[src/mcs_pkg.sv]
// Package with offsets, field layout and constants of the modem register bank
`default_nettype none
package mcs_pkg;
   localparam int ADDR_W = 6;
   localparam int DATA_W = 8;
   localparam int TEST_W = 4;
   localparam int RSSI_W = 6;
   localparam int CRC_W = 16;
   // Register byte offsets
   localparam logic [ADDR_W-1:0] OFF_CONFIG_D = 6'h0C;
   localparam logic [ADDR_W-1:0] OFF_FACTORY_TEST = 6'h18;
   localparam logic [ADDR_W-1:0] OFF_STATUS_A = 6'h1C;
   // Modem configuration register D layout
   localparam logic [DATA_W-1:0] CFG_D_RESET = 8'h00;
   localparam logic [DATA_W-1:0] CFG_D_WMASK = 8'h4F;
   localparam int CFG_D_PHASE_RST = 6;
   localparam int CFG_D_TEST_LSB = 0;
   localparam logic [DATA_W-1:0] FACTORY_TEST_RESET = 8'h00;
   localparam logic [DATA_W-1:0] RDATA_IDLE = 8'h00;
   // Modem status register A bit positions
   localparam int ST_TX_READY = 7;
   localparam int ST_ANTENNA_B = 6;
   localparam int ST_CCA = 5;
   localparam int ST_CARRIER = 4;
   localparam int ST_ENERGY = 3;
   localparam int ST_RX_VALID = 2;
   localparam int ST_TX_ACK = 1;
   localparam int ST_CRC_OK = 0;
   // Header checksum
   localparam logic [CRC_W-1:0] CRC_POLY = 16'h1021;
   localparam logic [CRC_W-1:0] CRC_INIT = 16'hFFFF;
   localparam logic [CRC_W-1:0] CRC_RESIDUE = 16'h1D0F;
endpackage : mcs_pkg
`default_nettype wire

[src/mcs_crc16_check.sv]
// Serial CRC16 checker run over the received header fields
`default_nettype none
module mcs_crc16_check
   import mcs_pkg::*;
(
   input wire logic clk_in,
   input wire logic reset_n_in,
   input wire logic start_in,
   input wire logic bit_valid_in,
   input wire logic bit_in,
   input wire logic end_in,
   output logic crc_ok_out
);
   logic [CRC_W-1:0] crc_reg;
   logic [CRC_W-1:0] crc_next;
   logic ok_reg;
   logic ok_next;
   logic fb;

   // Shift one header bit per valid strobe, judge residue at the end
   always_comb begin
      fb = crc_reg[CRC_W-1] ^ bit_in;
      crc_next = crc_reg;
      ok_next = ok_reg;
      if (start_in) begin
         crc_next = CRC_INIT; // Preamble never enters the sum
      end else if (bit_valid_in) begin
         crc_next = {crc_reg[CRC_W-2:0], 1'b0} ^ (fb ? CRC_POLY : '0);
      end
      if (end_in && !start_in) begin
         ok_next = (crc_next == CRC_RESIDUE);
      end
   end

   // State registers
   always_ff @(posedge clk_in) begin
      if (!reset_n_in) begin
         crc_reg <= CRC_INIT;
         ok_reg <= 1'b0;
      end else begin
         crc_reg <= crc_next;
         ok_reg <= ok_next;
      end
   end

   assign crc_ok_out = ok_reg;
endmodule : mcs_crc16_check
`default_nettype wire

[src/mcs_modem_regs.sv]
// Modem configuration register D, factory test register and status register A
`default_nettype none
module mcs_modem_regs
   import mcs_pkg::*;
(
   input wire logic clk_in,
   input wire logic reset_n_in,
   // Register port
   input wire logic [ADDR_W-1:0] reg_addr_in,
   input wire logic reg_wr_in,
   input wire logic reg_rd_in,
   input wire logic [DATA_W-1:0] reg_wdata_in,
   output logic [DATA_W-1:0] reg_rdata_out,
   // Receiver and transmitter conditions from the modem core
   input wire logic phase_jump_in,
   input wire logic internal_header_in,
   input wire logic tx_header_done_in,
   input wire logic antenna_b_in,
   input wire logic cca_in,
   input wire logic carrier_lock_in,
   input wire logic [RSSI_W-1:0] rssi_in,
   input wire logic [RSSI_W-1:0] energy_threshold_in,
   input wire logic rx_header_good_in,
   input wire logic hdr_start_in,
   input wire logic hdr_bit_valid_in,
   input wire logic hdr_bit_in,
   input wire logic hdr_end_in,
   input wire logic hdr_check_enable_in,
   input wire logic tx_channel_ack_in,
   // Outputs
   output logic rx_phase_reset_out,
   output logic [TEST_W-1:0] test_mode_out,
   output logic tx_ready_out,
   output logic rx_packet_valid_out,
   output logic cca_out,
   output logic carrier_out,
   output logic energy_over_threshold_out,
   output logic header_reject_out
);
   logic [DATA_W-1:0] cfg_reg, cfg_next;
   logic [DATA_W-1:0] ftest_reg, ftest_next;
   logic [DATA_W-1:0] rdata_reg, rdata_next;
   logic [DATA_W-1:0] status;
   logic ack_meta_reg, ack_sync_reg;
   logic phase_rst_reg, phase_rst_next;
   logic tx_ready_reg, tx_ready_next;
   logic rxv_reg, rxv_next;
   logic cca_reg, cca_next;
   logic crs_reg, crs_next;
   logic ed_reg, ed_next;
   logic ant_reg, ant_next;
   logic rej_reg, rej_next;
   logic crc_ok;

   // Header checksum checker, always running
   mcs_crc16_check u_crc (
      .clk_in(clk_in),
      .reset_n_in(reset_n_in),
      .start_in(hdr_start_in),
      .bit_valid_in(hdr_bit_valid_in),
      .bit_in(hdr_bit_in),
      .end_in(hdr_end_in),
      .crc_ok_out(crc_ok)
   );

   // Register writes; reserved config bits are masked off
   always_comb begin
      cfg_next = cfg_reg;
      ftest_next = ftest_reg;
      if (reg_wr_in) begin
         if (reg_addr_in == OFF_CONFIG_D) begin
            cfg_next = reg_wdata_in & CFG_D_WMASK;
         end else if (reg_addr_in == OFF_FACTORY_TEST) begin
            ftest_next = reg_wdata_in;
         end
      end
   end

   // Live status image built from the condition, synchroniser and checksum flops
   always_comb begin
      status = '0;
      status[ST_TX_READY] = tx_ready_reg;
      status[ST_ANTENNA_B] = ant_reg;
      status[ST_CCA] = cca_reg;
      status[ST_CARRIER] = crs_reg;
      status[ST_ENERGY] = ed_reg;
      status[ST_RX_VALID] = rxv_reg;
      status[ST_TX_ACK] = ack_sync_reg;
      status[ST_CRC_OK] = crc_ok;
   end

   // Read data, no side effect on any state
   always_comb begin
      rdata_next = rdata_reg;
      if (reg_rd_in) begin
         case (reg_addr_in)
            OFF_CONFIG_D: rdata_next = cfg_reg;
            OFF_FACTORY_TEST: rdata_next = ftest_reg;
            OFF_STATUS_A: rdata_next = status;
            default: rdata_next = RDATA_IDLE;
         endcase
      end
   end

   // Condition outputs
   always_comb begin
      phase_rst_next = phase_jump_in && cfg_reg[CFG_D_PHASE_RST];
      tx_ready_next = internal_header_in && tx_header_done_in;
      rxv_next = rx_header_good_in;
      cca_next = cca_in;
      crs_next = carrier_lock_in;
      ed_next = rssi_in > energy_threshold_in;
      ant_next = antenna_b_in;
      rej_next = hdr_check_enable_in && !crc_ok;
   end

   // Registers
   always_ff @(posedge clk_in) begin
      if (!reset_n_in) begin
         cfg_reg <= CFG_D_RESET;
         ftest_reg <= FACTORY_TEST_RESET;
         rdata_reg <= RDATA_IDLE;
         ack_meta_reg <= 1'b0;
         ack_sync_reg <= 1'b0;
         phase_rst_reg <= 1'b0;
         tx_ready_reg <= 1'b0;
         rxv_reg <= 1'b0;
         cca_reg <= 1'b0;
         crs_reg <= 1'b0;
         ed_reg <= 1'b0;
         ant_reg <= 1'b0;
         rej_reg <= 1'b0;
      end else begin
         cfg_reg <= cfg_next;
         ftest_reg <= ftest_next;
         rdata_reg <= rdata_next;
         ack_meta_reg <= tx_channel_ack_in; // Pin synchroniser
         ack_sync_reg <= ack_meta_reg;
         phase_rst_reg <= phase_rst_next;
         tx_ready_reg <= tx_ready_next;
         rxv_reg <= rxv_next;
         cca_reg <= cca_next;
         crs_reg <= crs_next;
         ed_reg <= ed_next;
         ant_reg <= ant_next;
         rej_reg <= rej_next;
      end
   end

   assign reg_rdata_out = rdata_reg;
   assign rx_phase_reset_out = phase_rst_reg;
   assign test_mode_out = cfg_reg[CFG_D_TEST_LSB +: TEST_W];
   assign tx_ready_out = tx_ready_reg;
   assign rx_packet_valid_out = rxv_reg;
   assign cca_out = cca_reg;
   assign carrier_out = crs_reg;
   assign energy_over_threshold_out = ed_reg;
   assign header_reject_out = rej_reg;
endmodule : mcs_modem_regs
`default_nettype wire

[config.mk]
export PLATFORM = sky130hd
export DESIGN_NAME = mcs_modem_regs
export DESIGN_NICKNAME = d
export VERILOG_FILES = /design/src/mcs_pkg.sv /design/src/mcs_crc16_check.sv /design/src/mcs_modem_regs.sv
export SDC_FILE = /design/constraint.sdc
export NUM_CORES = 1
export LEC_CHECK = 0
export ABC_AREA = 1
export BUFFER_PORTS_ARGS = -buffer_cell sky130_fd_sc_hd__buf_4
export CORE_MARGIN = 2
export CORE_UTILIZATION = 54
export CTS_BUF_LIST = sky130_fd_sc_hd__clkbuf_4 sky130_fd_sc_hd__clkbuf_8
export DETAILED_ROUTE_END_ITERATION = 8
export GPL_ROUTABILITY_DRIVEN = 0
export PLACE_DENSITY = 0.8
export SETUP_SLACK_MARGIN = 0.4
export SYNTH_ARGS = -nofsm -noshare
export SYNTH_HDL_FRONTEND = slang
export SYNTH_SLANG_ARGS = --single-unit
[constraint.sdc]
create_clock -name clk_in -period 1.6 [get_ports clk_in]
set_input_delay 0.32 -clock clk_in [delete_from_list [all_inputs] [get_ports clk_in]]
set_output_delay 0.32 -clock clk_in [all_outputs]
set_load 0.01 [all_outputs]
-- Yosys cells after proc, flatten, opt, wreduce, memory -nomap -nowiden
Index checks and enable logic that the tools add are counted.
- RAM bits: 0
- memories: 0
- latch bits: 0
- output and inout bits: 19
- word-level logic and storage cells: 35
- bits in registers: 48
- bits in read-only memories: 0
- input port bits: 43
- $add $sub $neg: 0
- multiply operators: 0
- divide/modulo/power cells: 0
- magnitude comparators: 1
- bitwise gates (word level): 3
- reductions and logical operators: 8
- muxes and demuxes: 4
- eq/ne operators: 4
- shifts and indexed selects: 0
- operators with widths (kind ; number):
    two-way mux 16 bit ; 2
    case mux 8 bit (3 select lines) ; 1
    equality test 16 x 13 -> 1 bit (second input constant) ; 1
    bitwise XOR 16 bit ; 1
    two-way mux 13 bit ; 1
    equality test 6 x 5 -> 1 bit (second input constant) ; 2
    equality test 6 x 4 -> 1 bit (second input constant) ; 1
    > comparator 6 bit ; 1
    logical AND 1 bit ; 4
    AND reduction 3 bit ; 1
    logical NOT 1 bit ; 2
    AND reduction 2 bit ; 1
    inverter 1 bit ; 1
    bitwise XOR 1 bit ; 1

-- Logic depth before layout (Yosys ltp)
Gate-level depths: netlist (run 1).
- depth in word-level cells: 6
- mapped depth: 10
- mapped depth without buffers: 10

-- Cells and area by module
From an unflattened synthesis (run 1), not the netlist that was laid out.
- cell total of the unflattened synthesis: 318
- area, all modules: 2275.9 sq um
- modules (own cells, without submodules) (module ; seq. area each (sq um) ; area an instance (sq um) ; times used ; cells each):
    mcs_modem_regs ; 620.6 ; 1447.6 ; 1 ; 189
    mcs_crc16_check ; 340.3 ; 828.3 ; 1 ; 129

-- Worst setup path after synthesis (run 1)
Ideal clock, no wire load.
- path kind: input port to flip-flop
- start point: in reg_addr_in[1]
- end point: reg ftest_reg[4]
- path buffers: 2
- arrival time: 1.130 ns
- cell stages on the path: 7
- slack: 0.350 ns
- data required time: 1.480 ns
- setup time: 0.120 ns
- cell sequence: nor2_1 -> and3b_1 -> buf_2 -> nand3_1 -> buf_2 -> o21ai_1 -> a21oi_1
- cells in the longest elaborated chain, start to end: 3
- elaborated cells on any way between the ends: 4
- classes of those cells: eq/ne (2); bitwise (1); reduce/logical (1)
- RTL lines (element ; line ; source):
    from (decl) ; mcs_modem_regs.sv:9 ; input wire logic [ADDR_W-1:0] reg_addr_in,
    equality test 6 x 4 -> 1 bit ; mcs_modem_regs.sv:71 ; if (reg_addr_in == OFF_CONFIG_D) begin
    inverter 1 bit (no source line) ; n/a ;
    AND reduction 3 bit (no source line) (*) ; n/a ;
    to (signal assigned) ; mcs_modem_regs.sv:135 ; ftest_reg <= ftest_next;
    to (decl) ; mcs_modem_regs.sv:41 ; logic [DATA_W-1:0] ftest_reg, ftest_next;
Mark *: on every way between the ends. The rest lies on a longest branch, timed or not.
A chain may end at the register's enable or synchronous reset.

-- Worst setup path in the final report (run 1)
- start point: reg cfg_reg[0]
- end point: out test_mode_out[0]
- RTL lines (element ; line ; source):
    from (decl) ; mcs_modem_regs.sv:40 ; logic [DATA_W-1:0] cfg_reg, cfg_next;
    from (signal assigned) ; mcs_modem_regs.sv:134 ; cfg_reg <= cfg_next;
    to (decl) ; mcs_modem_regs.sv:32 ; output logic [TEST_W-1:0] test_mode_out,
No word-level cell between the ends.

==> out/metrics.csv, run 1 <==
stage;metric;value;unit
run_status;run status;complete, no violations;
cells_and_area;max reg flops;16;
logic_synthesis;post-synthesis sequential area ratio;43.64;%
worst_setup_path;slowest stage delay, CP;0.39;ns
routing;final wirelength;5014;um
cells_and_area;Syn-to-layout area delta;27.78;%
floorplanning;CORE AREA;3971;sq um
timing;final hold viol count;0;
place;PortBufs;61;
floorplanning;die width;67.86;um
floorplanning;Die ar.;4605;sq um
routing;remaining antenna violation count;0;
timing;RSZ-0062 raised after global routing;true;
routing;routed vias/inst;5.028;
pwr;Lkg Pwr;0.001393;uW
cells_and_area;share of cells above drive strength 1;27.35;%
cts;CTS H-tree depth;2;
floorplanning;die height;67.86;um
worst_setup_path;worst flop-to-flop path startpoint;u_crc.crc_reg[15]$_SDFF_PN1_;
cts;CTS sink count;48;
floorplanning;Boundary Pins;62;
grt;Tot GR Track Use;22.87;%
cts;cts bufs inserted;5;
logic_synthesis;synth unique cells;24;
cells_and_area;nets@finish;421;
timing;Max Clock Freq;871.6;MHz
cells_and_area;area of the multi-input gates;1082;sq um
cts;Hold Buf Count CTS;0;
cells_and_area;Finished Layout Cells;423;
cells_and_area;ant diodes;0;
worst_hold_path;min-delay src;cca_in;
logic_synthesis;ys async rst share;0;%
cts;worst-skew pair later-pin latency;0.30;ns
floorplanning;num rows;23;
cts;CTS root buffer;clkbuf_8;
worst_setup_path;CP Capture Type;output port;
cts;CTS tree;done;
worst_setup_path;CP startpoint;cfg_reg[0]$_SDFFE_PN0P_;
place;Detail Placement HPWL;3773;um
worst_setup_path;top cell family by delay on the critical path;flip-flops;
pwr;Max VDD drop;583.3;uV
cts;Clock transition at path regs;0.09;ns
routing;drt drc;0;
timing;Final Max Slew Viols;0;
cts;CTS max path bufs;2;
grt;vias in the first global route;1798;
grt;initial antenna violation count;0;
grt;GRT overflow;0;
grt;largest net degree at the start of global routing;24;
routing;WL/cell;11.85;um
cells_and_area;layout filler cell count;337;
worst_setup_path;Worst path slowest cell;dfxtp_1;
routing;First-pass DRT Iterations;4;
logic_synthesis;ys flop type;dfxtp_1;
logic_synthesis;Synth Net Count;365;
timing;Max-slew headroom;72.41;%
worst_setup_path;crit path DAT;0.83;ns
place;placed cells;415;
timing;final setup fails;0;
logic_synthesis;Post-Syn Area;2202;sq um
pwr;Pwr Total;2284;uW
logic_synthesis;EDFF count, synth;0;
worst_setup_path;Bufs and invs on worst path;1;
cells_and_area;commonest non-fill, non-tap cell in the layout;nand2_1;
timing;Final min period;1.147;ns
cells_and_area;most frequent cells in the layout;nand2_1 (90), buf_4 (65), dfxtp_1 (46);
worst_setup_path;Crit Path Category;flip-flop to output port;
worst_setup_path;worst-path cell chain;buf_4;
logic_synthesis;Synth Warn #;0;
timing;fraction of the cycle the final worst path needs;71.71;%
routing;drt initial violations;107;
timing;worst slew pin tran;0.4134;ns
worst_setup_path;crit-path max FO;3;
logic_synthesis;post-synthesis register bit count;48;
worst_setup_path;critical path required time;1.28;ns
logic_synthesis;Cells after Synth;316;
worst_hold_path;worst min path class;input port to flip-flop;
timing;Final Skew;0.004869;ns
worst_setup_path;Worst Setup Start Kind;flip-flop;
timing;Setup TNS;0;ns
pwr;P per Cell Area;811.7;nW/um^2
run;Max Cap Viol;0;
cells_and_area;Reg area;963.4;sq um
logic_synthesis;Post-Syn Area per Cell;6.969;sq um
routing;Vias;2127;
grt;first-pass GRT wire length;7907;um
floorplanning;Initial Util;55.45;%
[cell usage after synthesis, types with 3 or more instances]
library cell,instances,share of area (%)
dfxtp_1,48,44
a21oi_1,15,3.4
buf_4,5,1.7
ha_1,6,3.4
nand4_1,8,2.3
inv_2,4,0.68
nor2_1,42,7.2
nand3_1,25,5.7
o21ai_1,10,2.3
o21ai_0,6,1.4
nor2_2,3,0.85
inv_1,27,4.6
nand2_1,97,17
clkbuf_1,5,0.85
buf_2,4,0.91
[cells by family (layout without fill, tap and decap cells)]
| group | Yosys count | in the layout | synth area share, % |
|---|---|---|---|
| and+or+nand+nor | 180 | 180 | 34.89 |
| buffers and inverters | 48 | 105 | 9.943 |
| DFF | 48 | 48 | 43.64 |
| adders and majority gates | 6 | 6 | 3.409 |
| AOI/OAI and AO/OA | 34 | 34 | 8.125 |
[layout make-up]
| class | instances | area share (%) |
|---|---|---|
| clock buffers | 6 | 2.935 |
| clock inverters | 2 | 0.3557 |
| inverters | 32 | 4.446 |
| multi-input cells | 220 | 38.46 |
| flip-flops and latches | 48 | 34.24 |
| well taps | 50 | 2.223 |
| repair buffers | 65 | 17.34 |
[worst paths after layout]
path / to / cells after the start / slack, ns
min: cca_out$_SDFF_PN0_ / 3 / 0.20
max reg2reg: u_crc.crc_ok_out$_SDFFE_PN0P_ / 10 / 0.47
max: test_mode_out[0] / 1 / 0.45
min reg2reg: header_reject_out$_SDFF_PN0_ / 1 / 0.43
[layer usage]
metal | up-vias | share of wire (%) | track usage, %
met5 | - | 0 | 0
met4 | 0 | 2.0 | 8.250
met3 | 10 | 5.1 | 5.428
met2 | 48 | 50 | 39.34
met1 | 958 | 43 | 27.86
li1 | 1111 | - | -
[power by group]
group,leakage (uW),internal (uW),switching (uW)
Sequential,0.000390,1220,16.8
Combinational,0.000952,143,167
Clock,0.0000510,345,389
Total,0.00139,1710,572
[through the flow]
stage | util, % | worst slack (ns) | hold WS, ns | instance area, sq um
after floorplan | - | 0.3987 | 0.3905 | 2223
after global placement | 67.14 | 0.1833 | 0.4163 | 2666
after detailed placement | 67.14 | 0.1480 | 0.4149 | 2666
after CTS | 69.53 | 0.4348 | 0.1914 | 2761
after global routing | 70.86 | 0.3847 | 0.1834 | 2814
final | 70.86 | 0.4527 | 0.1993 | 2814
[timing repair]
| item | CTS | global route |
|---|---|---|
| setup endpoints to repair | 1 | 8 |
| setup buffers | 0 | 0 |
| pin swaps | 0 | 11 |
| gates resized for setup | 1 | 22 |
Power figures use the tool's default switching activity.
==> run 2: changes to the inputs <==
ABC_AREA = 0   (was 1)
CORE_UTILIZATION = 53   (was 54)
PLACE_DENSITY = 0.79   (was 0.8)
clock period = 1.16 ns   (was 1.6 ns; I/O delays follow)
==> run 2 against run 1 <==
  * The run now ends with negative setup slack left
  * Routed wire length increased by 6.6%
  * Worst setup slack lost 0.69 ns
  * Largest power group unchanged
  * Critical path type is now flip-flop to flip-flop
  * Power increased by 42%
  * Critical path depth rose by 3
  * Flip-flop and latch count is the same
  * Sequential share of layout area decreased by 4.5 points
  * Clock skew up 0.00053 ns
  * Synthesized cell count fell by 33%
  * Core utilization grew 14 points
==> out/metrics.csv, run 2 <==
stage;metric;value;unit
routing;Vias;1820;
logic_synthesis;synth unique cells;44;
place;Area after DPL;2833;sq um
worst_setup_path;Worst Setup Start Kind;flip-flop;
timing;Max-slew headroom;76.87;%
logic_synthesis;Post-Syn Area;2141;sq um
logic_synthesis;top cells by area, synth;dfxtp_1 (45%), mux2i_1 (14%), ha_1 (3.5%), nor2_1 (3.3%), and2_1 (3.2%);
floorplanning;CORE AREA;3943;sq um
timing;final setup fails;3;
cells_and_area;Syn-to-layout area delta;55.99;%
routing;drt initial violations;114;
cts;CTS tree;done;
worst_setup_path;FF-to-FF path depth;4;
floorplanning;Die ar.;4564;sq um
grt;GRT overflow;0;
cells_and_area;nets@finish;346;
routing;remaining antenna violation count;0;
cts;CTS sink count;48;
worst_hold_path;Min-Delay Path Depth;2;
cts;worst-skew pair later-pin latency;0.30;ns
grt;initial antenna violation count;0;
timing;Final Max Slew Viols;0;
pwr;Max VDD drop;641.2;uV
timing;fraction of the cycle the final worst path needs;120.6;%
routing;WL/cell;15.36;um
cells_and_area;share of cells above drive strength 1;57.72;%
grt;Tot GR Track Use;25.09;%
logic_synthesis;post-synthesis sequential area ratio;44.89;%
place;PortBufs;61;
worst_setup_path;crit-path max FO;2;
worst_setup_path;crit path DAT;1.61;ns
worst_setup_path;Crit Path Category;flip-flop to flip-flop;
cells_and_area;layout filler cell count;216;
logic_synthesis;top cell type by total area after synthesis;dfxtp_1;
cells_and_area;design area;3339;sq um
logic_synthesis;area share of the largest cell type after synthesis;44.89;%
cts;CTS H-tree depth;2;
logic_synthesis;EDFF count, synth;0;
timing;RSZ-0062 raised after global routing;true;
pwr;P per Cell Area;970.7;nW/um^2
floorplanning;die width;67.56;um
logic_synthesis;commonest cells in the netlist;dfxtp_1 (48), mux2i_1 (29), nor2_1 (19);
cells_and_area;max reg flops;16;
logic_synthesis;Cells after Synth;211;
run;Max Cap Viol;0;
timing;Worst Slack Setup Final;-0.2389;ns
grt;largest net degree at the start of global routing;17;
logic_synthesis;Synth Warn #;0;
worst_setup_path;worst flop-to-flop path startpoint;u_crc.crc_reg[15]$_SDFF_PN1_;
cells_and_area;most frequent cells in the layout;buf_4 (58), buf_6 (32), dfxtp_2 (27);
worst_hold_path;min-delay src;carrier_lock_in;
pwr;Pwr Total;3242;uW
timing;Max Clock Freq;714.8;MHz
timing;worst slew pin tran;0.3466;ns
logic_synthesis;top-count cell post-synth;dfxtp_1;
logic_synthesis;ys async rst share;0;%
floorplanning;die height;67.56;um
worst_setup_path;critical path required time;1.38;ns
cells_and_area;ant diodes;0;
timing;Final Skew;0.005399;ns
cts;Hold Buf Count CTS;0;
routing;drt drc;0;
cts;CTS max path bufs;2;
routing;final wirelength;5345;um
floorplanning;num rows;23;
cells_and_area;commonest non-fill, non-tap cell in the layout;buf_4;
grt;first-pass GRT wire length;8438;um
worst_setup_path;CP Capture Type;flip-flop;
worst_setup_path;Reg2Reg Setup Slack;-0.24;ns
timing;Fin Hold WS;0.1382;ns
pwr;Lkg Pwr;0.001522;uW
logic_synthesis;Post-Syn Area per Cell;10.15;sq um
grt;vias in the first global route;1819;
timing;Final min period;1.399;ns
logic_synthesis;post-synthesis register bit count;48;
routing;First-pass DRT Iterations;4;
floorplanning;Boundary Pins;62;
logic_synthesis;ys flop type;dfxtp_1;
routing;routed vias/inst;5.230;
logic_synthesis;Synth Net Count;260;
cts;cts bufs inserted;5;
worst_hold_path;worst min path class;input port to flip-flop;
run_status;failing checks;negative setup slack;
worst_setup_path;reg2reg end;u_crc.crc_ok_out$_SDFFE_PN0P_;
run_status;run status;finished, violations left;
cts;Clock transition at path regs;0.09;ns
cts;CTS root buffer;clkbuf_8;
place;Detail Placement HPWL;3568;um
worst_hold_path;Worst Hold End;carrier_out$_SDFF_PN0_;
floorplanning;Initial Util;54.30;%
timing;final hold viol count;0;
run 2: per-stage QoR:
stage | util [%] | TNS, ns | setup slack [ns] | cells
global route | 84.70 | -0.6810 | -0.2874 | 348
floorplan | - | -0.9126 | -0.1210 | 211
global placement | 71.85 | -2.912 | -0.1964 | 328
CTS | 81.97 | -0.4334 | -0.1836 | 344
finish | 84.70 | -0.5584 | -0.2389 | 348
detailed placement | 71.85 | -3.124 | -0.1878 | 328
run 2: what timing repair did:
action                     CTS  global route
buffers inserted             8             4
gates resized for setup     75            17
setup endpoints to repair   48            49
pin swaps                   18            13
cloned                       0             0
run 2: critical path, cell delays in order (launching register included):
cell and delay [ns]:
dfxtp_2 0.33, xor3_1 0.42, a211oi_2 0.26, o31ai_1 0.12
o31ai_1 0.19
run 2: how the worst max path moves through the flow:
| stage | start | endpoint | slack, ns |
|---|---|---|---|
| after floorplan | u_crc.crc_reg[15]$_SDFF_PN1_ | u_crc.crc_ok_out$_SDFFE_PN0P_ | -0.12 |
| after global placement | u_crc.crc_reg[15]$_SDFF_PN1_ | u_crc.crc_ok_out$_SDFFE_PN0P_ | -0.20 |
| after detailed placement | u_crc.crc_reg[15]$_SDFF_PN1_ | u_crc.crc_ok_out$_SDFFE_PN0P_ | -0.19 |
| after CTS | u_crc.crc_reg[15]$_SDFF_PN1_ | u_crc.crc_ok_out$_SDFFE_PN0P_ | -0.18 |
| after global routing | u_crc.crc_reg[15]$_SDFF_PN1_ | u_crc.crc_ok_out$_SDFFE_PN0P_ | -0.29 |
| final | u_crc.crc_reg[15]$_SDFF_PN1_ | u_crc.crc_ok_out$_SDFFE_PN0P_ | -0.24 |
run 2: area by class of cell:
class | instances | area, sq um | area share, %
clock buffer | 8 | 97.59 | 2.922
inverter | 9 | 53.80 | 1.611
multi-input combinational | 142 | 1320 | 39.53
sequential | 48 | 994.7 | 29.79
tap | 50 | 62.56 | 1.873
timing repair buffer | 91 | 810.8 | 24.28
run 2: power by group:
group          total, uW  switching [uW]  internal, uW
combinational        489             208           280
clock               1060             527           534
sequential          1690            17.9          1670
run 2: kinds of logic after synthesis:
logic type	Yosys count	share of synthesized area, %
compound gates	24	8.709
xor+xnor	2	1.520
fa+ha+maj	6	3.507
buf+inv	21	5.085
flops	48	44.89
mux	34	16.19
simple gates	76	20.11
run 2: routing by layer:
metal | part of all wire [%] | up-vias | GRT usage (%) | wire length (um)
met2 | 52 | 50 | 44.49 | 2770
met4 | 1.7 | 0 | 10.71 | 89
met3 | 3.9 | 9 | 4.500 | 209
li1 | - | 907 | - | -
met1 | 43 | 854 | 29.42 | 2276
met5 | 0 | - | 0 | 0
==> run 3: changes to the inputs <==
CORE_MARGIN = 4   (was 2)
clock period = 1.45 ns   (was 1.16 ns; I/O delays follow)
==> run 3 against run 2 <==
  * The flow now finishes without violations
  * Critical path depth unchanged
  * Flip-flop and latch count is the same
  * Hold slack better by 0.050 ns
  * Cell count fell by 4.0%
  * Non-clock buffer count down 12
  * Sequential power fell by 20%
  * Combinational power is 35% lower
  * Final area fell by 9.0%
  * Power fell by 19%
  * Worst setup slack improved by 0.32 ns
  * Die area rose by 12%
  * Clock power decreased by 11%
==> out/metrics.csv, run 3 (synthesis results as in run 2) <==
stage;metric;value;unit
run_status;run status;complete, no violations;
worst_setup_path;Worst path slowest cell;xor3_1;
routing;remaining antenna violation count;0;
floorplanning;die width;71.56;um
floorplanning;num rows;22;
pwr;P per Cell Area;858.7;nW/um^2
worst_setup_path;Worst Setup Start Kind;flip-flop;
routing;drt initial violations;67;
timing;final hold viol count;0;
worst_setup_path;WP depth;4;
timing;Setup TNS;0;ns
cells_and_area;ant diodes;0;
cells_and_area;nets@finish;334;
cts;CTS root buffer;clkbuf_8;
cells_and_area;max reg flops;16;
cts;worst-skew pair later-pin latency;0.30;ns
floorplanning;CORE AREA;3771;sq um
worst_setup_path;Bufs and invs on worst path;0;
worst_setup_path;crit-path max FO;2;
grt;vias in the first global route;1749;
timing;Max-slew headroom;80.60;%
worst_setup_path;worst-path cell chain;xor3_1 -> a211oi_2 -> o31ai_1 -> o31ai_1;
pwr;Lkg Pwr;0.001436;uW
routing;First-pass DRT Iterations;2;
place;Area after DPL;2664;sq um
cells_and_area;most frequent cells in the layout;buf_4 (57), mux2i_1 (28), dfxtp_1 (26);
worst_setup_path;crit path DAT;1.58;ns
pwr;Pwr Total;2611;uW
timing;Final min period;1.364;ns
routing;drt drc;0;
pwr;Max VDD drop;698.4;uV
timing;Final Max Slew Viols;0;
cells_and_area;commonest non-fill, non-tap cell in the layout;buf_4;
routing;routed vias/inst;5.240;
floorplanning;Die ar.;5120;sq um
place;PortBufs;61;
worst_setup_path;top cell family by delay on the critical path;compound AO/OA/AOI/OAI gates;
cells_and_area;area of the multi-input gates;1165;sq um
worst_setup_path;critical path required time;1.67;ns
grt;largest net degree at the start of global routing;20;
worst_setup_path;slowest stage delay, CP;0.42;ns
run;Max Cap Viol;0;
cts;CTS max path bufs;2;
place;Detail Placement HPWL;3457;um
cells_and_area;Reg area;993.5;sq um
cells_and_area;share of cells above drive strength 1;47.20;%
routing;Vias;1750;
timing;worst slew pin tran;0.2908;ns
grt;first-pass GRT wire length;8155;um
cells_and_area;Syn-to-layout area delta;42.02;%
routing;WL/cell;14.93;um
timing;RSZ-0062 raised after global routing;true;
cells_and_area;design area;3040;sq um
grt;initial antenna violation count;0;
timing;final setup fails;0;
worst_setup_path;CP Capture Type;flip-flop;
floorplanning;Initial Util;56.77;%
timing;Final Skew;0.009855;ns
cts;CTS sink count;48;
cells_and_area;layout filler cell count;245;
cts;Hold Buf Count CTS;0;
timing;fraction of the cycle the final worst path needs;94.08;%
floorplanning;Boundary Pins;62;
grt;GRT overflow;0;
timing;Max Clock Freq;733.1;MHz
cts;CTS tree;done;
cts;cts bufs inserted;5;
worst_setup_path;most used cell, CP;o31ai_1;
cts;Clock transition at path regs;0.09;ns
worst_setup_path;FF-to-FF path depth;4;
worst_setup_path;Crit Path Category;flip-flop to flip-flop;
grt;Tot GR Track Use;19.83;%
routing;final wirelength;4985;um
worst_hold_path;Min-Delay Path Depth;2;
floorplanning;die height;71.56;um
cts;CTS H-tree depth;2;
worst_hold_path;worst min path class;input port to flip-flop;
[run 3: changes by cell type in the layout (fill, tap and decap cells not counted), moves of 3 or more]
cell       before  now
a2bb2oi_2       3    0
inv_1           3    7
mux2i_1        24   28
dfxtp_2        27   20
ha_4            5    1
dfxtp_1        21   26
mux2_2          0    5
ha_1            1    5
a2bb2oi_1       0    3
mux2_4          5    0
buf_6          32   22
[run 3: worst paths after layout]
| path | startpoint | end | slack, ns |
|---|---|---|---|
| setup reg to reg | u_crc.crc_reg[4]$_SDFF_PN1_ | u_crc.crc_ok_out$_SDFFE_PN0P_ | 0.09 |
| hold / removal | antenna_b_in | ant_reg$_SDFF_PN0_ | 0.19 |
| hold reg to reg | ack_meta_reg$_SDFF_PN0_ | ack_sync_reg$_SDFF_PN0_ | 0.45 |
| setup / recovery | u_crc.crc_reg[4]$_SDFF_PN1_ | u_crc.crc_ok_out$_SDFFE_PN0P_ | 0.09 |
[run 3: area by class of cell]
| cell class | instances | share of cell area [%] |
|---|---|---|
| Timing Repair Buffer | 79 | 22.22 |
| Clock buffer | 5 | 2.263 |
| Inverter | 9 | 1.152 |
| Clock inverter | 3 | 1.399 |
| Multi-Input combinational cell | 142 | 38.31 |
| Tap cell | 48 | 1.975 |
| Sequential cell | 48 | 32.67 |
[run 3: per-stage QoR]
| step | instances | setup WS (ns) | utilization (%) | hold slack (ns) |
|---|---|---|---|---|
| floorplan | 211 | 0.1690 | - | 0.3787 |
| global placement | 314 | 0.006952 | 70.64 | 0.4160 |
| detailed placement | 314 | -0.05573 | 70.64 | 0.4298 |
| CTS | 331 | 0.07086 | 78.40 | 0.1866 |
| global route | 334 | 0.03171 | 80.62 | 0.1869 |
| finish | 334 | 0.08590 | 80.62 | 0.1886 |
[run 3: routing by layer]
metal	track usage [%]	up-vias	routed length (um)
li1	-	881	-
met1	22.81	824	2014
met2	36.53	36	2665
met3	4.769	9	246
met4	5.010	0	59
met5	0	-	0
[run 3: repair_timing]
item                       4_1_cts  5_1_grt
pin swaps                        5        2
setup buffers                    9        3
setup endpoints to repair       37       43
gates resized for setup         36       21
[run 3: report_power, final]
group          internal (uW)  switching (uW)  total, uW
logic                    182             138        320
registers               1340            13.3       1350
clock network            510             432        942
total                   2030             583       2610
